===== config.mk =====
export PLATFORM = sky130hd
export DESIGN_NAME = pio_port_cfg
export DESIGN_NICKNAME = d
export VERILOG_FILES = /design/src/pio_pkg.sv /design/src/pio_sync.sv /design/src/pio_port_cfg.sv
export VERILOG_INCLUDE_DIRS = /design/src
export SDC_FILE = /design/constraint.sdc
export NUM_CORES = 1
export LEC_CHECK = 0
export ABC_AREA = 1
export ABC_CLOCK_PERIOD_IN_PS = 2490
export CAP_MARGIN = 20
export CORE_AREA = 2 2 119 92
export CTS_CLUSTER_DIAMETER = 40
export DETAILED_ROUTE_END_ITERATION = 10
export DIE_AREA = 0 0 121 94
export DONT_BUFFER_PORTS = 1
export PLACE_DENSITY = 0.75
export SKIP_LAST_GASP = 1
export SLEW_MARGIN = 20
export SYNTH_ARGS = -nofsm -noshare
export SYNTH_HDL_FRONTEND = slang
export SYNTH_SLANG_ARGS = --single-unit

===== constraint.sdc =====
create_clock -name clk_in -period 2.49 [get_ports clk_in]
set_input_delay 0.249 -clock clk_in [delete_from_list [all_inputs] [get_ports clk_in]]
set_output_delay 0.249 -clock clk_in [all_outputs]
set_load 0.1 [all_outputs]

===== src/pio_defines.svh =====
/*
 Constants of the port I/O block: register addresses, reset values,
 synchroniser depth. Assumes a byte-wide special function register bus.
*/
`ifndef PIO_DEFINES_SVH
`define PIO_DEFINES_SVH
`define PIO_ADR_PORT0_DATA 8'h80
`define PIO_ADR_PORT0_DRVMODE 8'hA4
`define PIO_ADR_PORT1_CMPSEL 8'hBF
`define PIO_ADR_PORT1_EXPLVL 8'hCF
`define PIO_ADR_PORT0_BYPASS 8'hD4
`define PIO_ADR_PORT0_ANASEL 8'hF1
`define PIO_RST_DATA 8'hFF
`define PIO_RST_DRVMODE 8'h00
`define PIO_RST_CMPSEL 8'h00
`define PIO_RST_EXPLVL 8'hFF
`define PIO_RST_BYPASS 8'h00
`define PIO_RST_ANASEL 8'hFF
`define PIO_SYNC_STAGES 2
`endif


===== src/pio_pkg.sv =====
/*
 Types shared by the port I/O block.
 Assumes eight pins per port and an 8-bit register address.
*/
package pio_pkg;
  typedef struct packed {
    logic rd;
    logic wr;
    logic bit_wr;
    logic rmw;
    logic [7:0] addr;
    logic [2:0] bit_sel;
    logic [7:0] wdata;
  } pio_sfr_req_t;

  typedef struct packed {
    logic [7:0] latch;
    logic [7:0] drv_mode;
    logic [7:0] cmp_sel;
    logic [7:0] exp_lvl;
    logic [7:0] bypass;
    logic [7:0] analog_sel;
  } pio_regs_t;

  typedef struct packed {
    pio_regs_t regs;
    logic [7:0] rdata;
    logic rvalid;
    logic [7:0] pin_out;
    logic [7:0] pin_oe;
    logic mismatch;
  } pio_state_t;
endpackage


===== src/pio_sync.sv =====
/*
 Multi-stage pin synchroniser.
 Assumes pins may change at any time relative to the clock.
*/
`timescale 1ns/10ps
`default_nettype none
module pio_sync #(
  parameter int W = 16,
  parameter int STAGES = 2
) (
  input wire logic clk_in,
  input wire logic rstn_in,
  input wire logic ce_in,
  input wire logic [W-1:0] d_in,
  output logic [W-1:0] q_out
);
  typedef struct packed {
    logic [STAGES-1:0][W-1:0] chain;
  } pio_sync_st_t;

  pio_sync_st_t st_q;
  pio_sync_st_t st_d;

  // First stage feeds only the next stage
  always_comb begin
    st_d = st_q;
    if (ce_in) begin
      st_d.chain = {st_q.chain[STAGES-2:0], d_in};
    end
  end

  always_ff @(posedge clk_in or negedge rstn_in) begin
    if (!rstn_in) begin
      // Idle pins sit high, so a chain of zeros would fake a change
      st_q <= '1;
    end else begin
      st_q <= st_d;
    end
  end

  assign q_out = st_q.chain[STAGES-1];
endmodule
`default_nettype wire


===== src/pio_port_cfg.sv =====
/*
 Port0 I/O configuration and port-match logic for two 8-bit ports.
 Assumes the core issues one register request per cycle, with rmw set
 for read-modify-write reads, and that the crossbar decoder, drive
 strength registers and first-port compare registers live outside.
*/
`timescale 1ns/10ps
`default_nettype none
`include "pio_defines.svh"
module pio_port_cfg #(
  parameter int SYNC_STAGES = `PIO_SYNC_STAGES
) (
  input wire logic clk_in,
  input wire logic rstn_in,
  input wire logic ce_in,
  input wire pio_pkg::pio_sfr_req_t sfr_req_in,
  output logic [7:0] sfr_rdata_out,
  output logic sfr_rvalid_out,
  input wire logic [7:0] port0_pins_in,
  input wire logic [7:0] port1_pins_in,
  input wire logic [7:0] port0_compare_select_in,
  input wire logic [7:0] port0_expected_level_in,
  input wire logic crossbar_global_enable_in,
  input wire logic weak_pullup_disable_in,
  input wire logic [7:0] xbar_pin_sel_in,
  input wire logic [7:0] xbar_pin_data_in,
  input wire logic [7:0] twi_pin_sel_in,
  input wire logic [7:0] drive_strength_bits_in,
  output logic [7:0] port0_pin_out,
  output logic [7:0] port0_pin_oe_out,
  output logic [7:0] crossbar_bypass_bits_out,
  output logic [7:0] pullup_en_out,
  output logic [7:0] digital_rx_en_out,
  output logic [7:0] high_drive_out,
  output logic port2_pin7_digital_only_out,
  output logic port_mismatch_out
);
  pio_pkg::pio_state_t st_q;
  pio_pkg::pio_state_t st_d;
  logic [15:0] pins_s;
  logic [7:0] pins0_s;
  logic [7:0] pins1_s;
  logic [7:0] diff0;
  logic [7:0] diff1;
  logic mism;

  pio_sync #(
    .W(16),
    .STAGES(SYNC_STAGES)
  ) u_sync (
    .clk_in(clk_in),
    .rstn_in(rstn_in),
    .ce_in(ce_in),
    .d_in({port1_pins_in, port0_pins_in}),
    .q_out(pins_s)
  );

  assign pins0_s = pins_s[7:0];
  assign pins1_s = pins_s[15:8];

  // Compared every cycle on synchronised pins, crossbar ignored
  assign diff0 = (pins0_s ^ port0_expected_level_in) &
                 port0_compare_select_in;
  assign diff1 = (pins1_s ^ st_q.regs.exp_lvl) &
                 st_q.regs.cmp_sel;
  assign mism = (|diff0) | (|diff1);

  function automatic logic [7:0] bit_set(input logic [7:0] v,
                                         input logic [2:0] b,
                                         input logic val);
    logic [7:0] r;
    r = v;
    r[b] = val;
    return r;
  endfunction

  always_comb begin
    logic [7:0] lvl;
    logic [7:0] od;
    logic [7:0] rd;
    pio_pkg::pio_regs_t r;
    lvl = '0;
    od = '0;
    rd = '0;
    r = st_q.regs;
    st_d = st_q;
    if (ce_in) begin
      // Byte writes land on this edge, bit writes patch one bit
      if (sfr_req_in.wr || sfr_req_in.bit_wr) begin
        case (sfr_req_in.addr)
          `PIO_ADR_PORT0_DATA: begin
            // Bit writes work from the latch, never the pins
            r.latch = sfr_req_in.wr ? sfr_req_in.wdata :
              bit_set(st_q.regs.latch, sfr_req_in.bit_sel,
                      sfr_req_in.wdata[0]);
          end
          `PIO_ADR_PORT0_DRVMODE: begin
            r.drv_mode = sfr_req_in.wr ? sfr_req_in.wdata :
              bit_set(st_q.regs.drv_mode, sfr_req_in.bit_sel,
                      sfr_req_in.wdata[0]);
          end
          `PIO_ADR_PORT1_CMPSEL: begin
            r.cmp_sel = sfr_req_in.wr ? sfr_req_in.wdata :
              bit_set(st_q.regs.cmp_sel, sfr_req_in.bit_sel,
                      sfr_req_in.wdata[0]);
          end
          `PIO_ADR_PORT1_EXPLVL: begin
            r.exp_lvl = sfr_req_in.wr ? sfr_req_in.wdata :
              bit_set(st_q.regs.exp_lvl, sfr_req_in.bit_sel,
                      sfr_req_in.wdata[0]);
          end
          `PIO_ADR_PORT0_BYPASS: begin
            r.bypass = sfr_req_in.wr ? sfr_req_in.wdata :
              bit_set(st_q.regs.bypass, sfr_req_in.bit_sel,
                      sfr_req_in.wdata[0]);
          end
          `PIO_ADR_PORT0_ANASEL: begin
            r.analog_sel = sfr_req_in.wr ? sfr_req_in.wdata :
              bit_set(st_q.regs.analog_sel, sfr_req_in.bit_sel,
                      sfr_req_in.wdata[0]);
          end
          default: begin
            r = st_q.regs;
          end
        endcase
      end
      st_d.regs = r;
      // Reads see current registers, but port0 data reads without rmw see the pins; unmapped reads give zero
      case (sfr_req_in.addr)
        `PIO_ADR_PORT0_DATA: begin
          rd = sfr_req_in.rmw ? st_q.regs.latch : pins0_s;
        end
        `PIO_ADR_PORT0_DRVMODE: rd = st_q.regs.drv_mode;
        `PIO_ADR_PORT1_CMPSEL: rd = st_q.regs.cmp_sel;
        `PIO_ADR_PORT1_EXPLVL: rd = st_q.regs.exp_lvl;
        `PIO_ADR_PORT0_BYPASS: rd = st_q.regs.bypass;
        `PIO_ADR_PORT0_ANASEL: rd = st_q.regs.analog_sel;
        default: rd = 8'h00;
      endcase
      st_d.rvalid = sfr_req_in.rd;
      if (sfr_req_in.rd) begin
        st_d.rdata = rd;
      end
      // Peripheral owns a pin only where the crossbar routed one
      lvl = (xbar_pin_sel_in & xbar_pin_data_in) |
            (~xbar_pin_sel_in & st_q.regs.latch);
      // Two-wire bus pins override the driver mode
      od = ~st_q.regs.drv_mode | twi_pin_sel_in;
      // Analog mode leaves the driver alone, so no term here
      st_d.pin_out = lvl & ~od;
      st_d.pin_oe = crossbar_global_enable_in ?
                    (~od | ~lvl) : 8'h00;
      st_d.mismatch = mism;
    end
  end

  always_ff @(posedge clk_in or negedge rstn_in) begin
    if (!rstn_in) begin
      st_q.regs.latch <= `PIO_RST_DATA;
      st_q.regs.drv_mode <= `PIO_RST_DRVMODE;
      st_q.regs.cmp_sel <= `PIO_RST_CMPSEL;
      st_q.regs.exp_lvl <= `PIO_RST_EXPLVL;
      st_q.regs.bypass <= `PIO_RST_BYPASS;
      st_q.regs.analog_sel <= `PIO_RST_ANASEL;
      st_q.rdata <= 8'h00;
      st_q.rvalid <= 1'b0;
      st_q.pin_out <= 8'h00;
      st_q.pin_oe <= 8'h00;
      st_q.mismatch <= 1'b0;
    end else begin
      st_q <= st_d;
    end
  end

  assign sfr_rdata_out = st_q.rdata;
  assign sfr_rvalid_out = st_q.rvalid;
  assign port0_pin_out = st_q.pin_out;
  assign port0_pin_oe_out = st_q.pin_oe;
  assign crossbar_bypass_bits_out = st_q.regs.bypass;
  assign pullup_en_out = st_q.regs.analog_sel &
                         {8{~weak_pullup_disable_in}};
  assign digital_rx_en_out = st_q.regs.analog_sel;
  // External strength bits reset low; only driven pins use them
  assign high_drive_out = drive_strength_bits_in & st_q.pin_oe;
  // That pin has no analog path, so its mode is fixed
  assign port2_pin7_digital_only_out = 1'b1;
  // One level feeds both the interrupt and the wake-up logic
  assign port_mismatch_out = st_q.mismatch;
endmodule
`default_nettype wire


* Word level (Yosys, flattened, before mapping)
Cells that the tools add are included.
** Storage, ports and cells
- Register bits :: 106
- Bits of input ports :: 92
- Output and inout port bits :: 59
- Word-level logic and storage cells :: 67
** Operators by class
- $lt $le $gt $ge :: 2
- Eq/ne operators :: 6
- Mux-type cells :: 17
- Bitwise operators :: 18
- Reductions and logical operators :: 11
** Operator list (number)
- $mux W8 :: 8
- $and A8 B8 Y8 :: 7
- $bwmux W8 :: 6
- $eq A8 B8 Y1 const B :: 6
- $pmux W8 S6 :: 1
- $not A8 Y8 :: 4
- $or A8 B8 Y8 :: 3
- $reduce_and A3 Y1 :: 6
- $reduce_or A8 Y1 :: 2
- $xor A8 B8 Y8 :: 2
- $lt A3 B4 Y1 const B :: 1
- $demux W1 S3 :: 1
- $ge A3 B1 Y1 const B :: 1
- $reduce_and A2 Y1 :: 1
- $logic_and A1 B1 Y1 :: 1
- $logic_or A1 B1 Y1 :: 1
- $mux W1 :: 1
- $not A1 Y1 :: 1
- $or A1 B1 Y1 :: 1

* Depth between registers and ports, before layout
- Depth after elaboration :: 6
- Gate-level depth with buffers :: 9
- Mapped depth without buffers :: 9

* By module
Synthesis repeated with hierarchy kept, for this count alone.
** Second synthesis, totals
- Cell total of the unflattened synthesis :: 851
- Area, all modules :: 6298.5 um^2
** By module, submodules not included
- pio_port_cfg :: times used 1, cells each 699, area an instance 4843.4 um^2, sequential area each 1881.8 um^2
- pio_sync :: times used 1, cells each 152, area an instance 1455.1 um^2, sequential area each 840.8 um^2

* Worst setup path before layout
Ideal clock, no wire load.
- Path type :: flip-flop to output port
- Start point :: register st_q, in the netlist digital_rx_en_out[2]
- End point :: output pullup_en_out[2]
- Data arrival time :: 1.823 ns
- Required time :: 2.241 ns
- Setup slack :: 0.418 ns
- Cell stages (with the launch flop) :: 3
- Path buffers :: 0
- Cells stage by stage :: dfstp_2 -> inv_1 -> nor2_1
** On the way
- Cells in the longest elaborated chain, start to end :: 1
** RTL lines
- start, declared :: line pio_port_cfg.sv:38 : pio_pkg::pio_state_t st_q;
- start signal, assigned :: line pio_port_cfg.sv:171 : st_q <= st_d;
- $and A8 B8 Y8 :: line pio_port_cfg.sv:180 : assign pullup_en_out = st_q.regs.analog_sel &
- end, declared :: line pio_port_cfg.sv:32 : output logic [7:0] pullup_en_out,
Every way passes these cells.

* Worst setup path in the final report
- Start point :: register st_q, in the netlist digital_rx_en_out[0]
- End point :: output pullup_en_out[0]
Same word-level chain as after synthesis.

==> impl.org <==
** Floorplan
- Row Count :: 32
- The die is 94 microns tall.
- Core region area :: 0.0101 sq mm
- Effective utilization at floorplan :: 0.594
- Die width :: 121 microns
- For this design the top-level I/O count stands at 151.
- Die Outline Area :: 0.0114 sq mm

** Pwr
- Across the VDD grid, the largest voltage drop is 0.000355 V.
- Reported leakage power :: 3.26 nW
- Power density of the placed cells :: 642 mW/mm^2

** Worst setup path
- Cell with the biggest individual delay on the critical path :: dfstp_2
- Cell-by-cell trace of the critical path :: buf_4, inv_1, nor2_2, buf_4
- Critical path start-end classification :: flop to output pin
- Worst Path Required :: 2240 ps
- In this run the critical register-to-register path is captured at sfr_rdata_out[2].
- Setup slack on the worst reg-to-reg path comes out at 1170 ps.
- The largest single stage delay on the critical path is 540 ps.
- Worst EP arrival :: 1640 ps
- Cell occurring most often along the worst timing path :: buf_4
- The worst setup path is captured at an output pin.
- Maximum fanout along the worst path :: 3
- Startpoint of the most critical register-to-register path :: digital_rx_en_out[2]
- Critical path launch point type :: flop
- For the worst flop-to-flop path, the logic depth is 5.

** Detailed routing
- After detailed routing, the total wire length is 17100 microns.
- For this block, the via count after detailed routing is 5357.
- Iteration count of the initial detailed-routing pass :: 5
- After detailed routing, the number of remaining DRC violations is 0.
- In the final routed layout, each cell accounts on average for 17.5 microns.
- After detailed routing, the number of vias per cell comes to 5.46.
- In this run, the number of DRC markers left after iteration 0 of detailed routing was 528.
- The detail route stage leaves a number of antenna-violating nets equal to 0.

** Cells and area
- The sequential cells in the finished layout cover a total of 0.00272 sq mm.
- Area of combinational cells with multiple inputs :: 0.00248 sq mm
- Once layout is complete, the cells apart from fillers number 981.
- Share of layout cells above drive strength 1 :: 0.200
- Diodes inserted :: 0
- Syn-to-layout area delta :: 9.66%
- The finished cells cover 0.00660 sq mm.
- Number of nets at the end of the flow :: 932
- Filler cell count :: 874

** STA
- Measured slew at the worst slew-check pin :: 923 ps
- Final cycle utilization of the critical path :: 0.758
- Sum of negative setup slack :: 0 ps
- The worst path in the final design needs a cycle of 1890 ps, including I/O delays and setup.
- Timing would allow up to 530 MHz.
- Final Hold Vio Count :: 106
- Total count of max-transition violations in the final report :: 0
- Worst Hold Slack :: -406 ps
- On the final layout, the worst clock skew is 9.43 ps.
- Setup repair after global routing left no endpoint under its margin.
- In this run the tightest slew margin relative to its limit is 0.384.
- Setup violations remaining at the end of the flow were counted as 0.

** Synth
- The Yosys step of the flow raised 0 warnings.
- Synthesis produced a netlist with a net count of 918.
- After synthesis, the share of cell area in mux cells is 0.00166.
- For this run, the register share of the synthesized area comes to 0.452.
- Combinational family with the most area after synthesis :: simple AND/OR/NAND/NOR gates
- Arithmetic-cell share of the synthesized area counting full adders, half adders and majority gates :: 0
- Of the total synthesized cell area, the portion taken by AND, OR, NAND and NOR gates is 0.285.
- The synthesized-area fraction occupied by ao, oa, aoi and oai cells is 0.122.
- Sorting the synthesized cells by how often they occur yields 238 x nand2_1, 115 x inv_1, 87 x nor2_1, 65 x o21ai_0, 56 x dfstp_2.
- By area the synthesized netlist is led by dfstp_2 24%, dfrtp_1 21%, nand2_1 15%.
- Flip-flop and latch count after synthesis :: 106
- Cell count after synthesis :: 826
- Averaged over all synthesized cells, the footprint is 7.29 sq um.
- Area share of xor/xnor cells in the synthesized design :: 0
- Summed instance area of the synthesized netlist :: 0.00602 sq mm
- Synth area leader :: dfstp_2
- For this run, asynchronously set or reset flops after synthesis account for 1.00.
- Most common cell in the synthesized netlist :: nand2_1
- Number of synthesized flops with an enable pin :: 0
- The synthesized netlist contains 29 unique library cells.
- Top cell type's share of synthesized area :: 0.244
- Ys flop type :: dfstp_2

** Global route
- Number of antenna violations at the first check in global routing :: 0
- For this run, the total global-route usage over all layers was measured as 0.310.
- Wire length of the first global-routing pass :: 26400 microns
- The number of global-route vias before repair came to 5074.
- After global routing the overflow that remains totals 0.
- Largest net degree at the start of global routing :: 107

** Clocking
- In this run, CTS created clock tree buffers numbering 9.
- Total number of H-tree levels :: 3
- The clock passes through at most 2 buffers.
- Clock Pin Slew Worst Setup and Hold Paths :: 70 ps
- TritonCTS built the clock tree.
- Clock Latency Late Sink :: 340 ps
- Post-CTS repair timing setup buffer count :: 0
- CTS sink count :: 106
- The tree is rooted in a clkbuf_16.

** Hold path
- The path class of the tightest hold or removal check is input pin to async pin.

** Placed design
- After detailed placement, the design holds a cell count of 953.
- Detailed placement HPWL :: 12900 microns
- Routability-driven placement congestion ratio :: 0.897
- Buffers placed on the I/O ports in this run total 0.
- Post-Place Cell Area :: 0.00618 sq mm

** Outcome
- The checks that failed: negative hold slack.
- The flow ran to the end, but the final reports show violations.

** Job
- Max-cap violations :: 0
==> routing by layer <==
layer,track usage,part of all wire,routed length [microns]
met1,0.441,0.45,7640
met5,0,0,0
met3,0.0619,0.075,1280
met2,0.489,0.46,7930
met4,0.0775,0.017,285
==> state kept, by name (all words and copies together) (netlist names) <==
register,count
port_mismatch_out,1
digital_rx_en_out,8
u_sync.st_q,16
u_sync.q_out,16
st_q,32
sfr_rdata_out,8
port0_pin_out,8
sfr_rvalid_out,1
port0_pin_oe_out,8
crossbar_bypass_bits_out,8
==> cell type report <==
cell class                      instances  share of cell area
Inverter                              121              0.0692
Multi-Input combinational cell        543               0.376
Tap cell                              136              0.0258
Clock inverter                          2             0.00227
Clock buffer                           14              0.0432
Timing Repair Buffer                   59              0.0716
Sequential cell                       106               0.412
==> through the flow <==
| stage | utilization | worst slack (ps) | hold slack, ps | power, mW |
|---|---|---|---|---|
| 2_1_floorplan | - | 418 | -46.6 | 2.70 |
| 3_3_place_gp | 0.610 | 971 | -44.8 | 2.79 |
| 3_5_place_dp | 0.610 | 973 | -45.3 | 2.81 |
| 4_1_cts | 0.649 | 598 | -415 | 4.24 |
| 5_1_grt | 0.652 | 529 | -424 | 4.39 |
| 6_report | 0.652 | 602 | -406 | 4.24 |
==> worst max-delay path, delay by kind of cell (launching register included) <==
kind / cells / cell delay [ps]
buffers and inverters: 3 / 670
DFF: 1 / 540
and+or+nand+nor: 1 / 80
==> worst max-delay path by stage <==
stage,startpoint,end,slack [ps],cells after the start
after floorplan,digital_rx_en_out[2],pullup_en_out[2],420,2
after global placement,digital_rx_en_out[0],pullup_en_out[0],970,4
after detailed placement,digital_rx_en_out[0],pullup_en_out[0],970,4
after CTS,digital_rx_en_out[0],pullup_en_out[0],600,4
after global routing,digital_rx_en_out[0],pullup_en_out[0],530,4
final,digital_rx_en_out[0],pullup_en_out[0],600,4
==> power by group <==
| part | switching (mW) | internal (mW) |
|---|---|---|
| sequential | 0.131 | 1.88 |
| combinational | 0.612 | 0.184 |
| clock | 0.632 | 0.801 |
==> cells in the final DEF, fill, tap and decap left out, drive strengths merged <==
| cell | netlist | layout |
|---|---|---|
| a21oi | 29 | 29 |
| a31oi | 1 | 1 |
| buf | 48 | 47 |
| clkbuf | 8 | 14 |
| conb | 1 | 1 |
| dfrtp | 50 | 50 |
| dfstp | 56 | 56 |
| dlygate4sd3 | 0 | 12 |
| inv | 121 | 123 |
| mux2i | 1 | 1 |
| nand2 | 244 | 244 |
| nand3 | 48 | 48 |
| nor2 | 104 | 104 |
| nor3 | 2 | 2 |
| o21ai | 101 | 101 |
| o31ai | 6 | 6 |
| or2 | 6 | 6 |
==> kinds of logic after synthesis <==
logic type	count (synthesis)
buffers and inverters	177
DFF	106
AOI/OAI and AO/OA	137
muxes	1
and+or+nand+nor	404
other	1
==> repair_timing <==
action,CTS,global route
hold endpoints to repair,129,108
hold buffers,9,3
gates resized for setup,0,0
(Power assumes the default switching activity.)
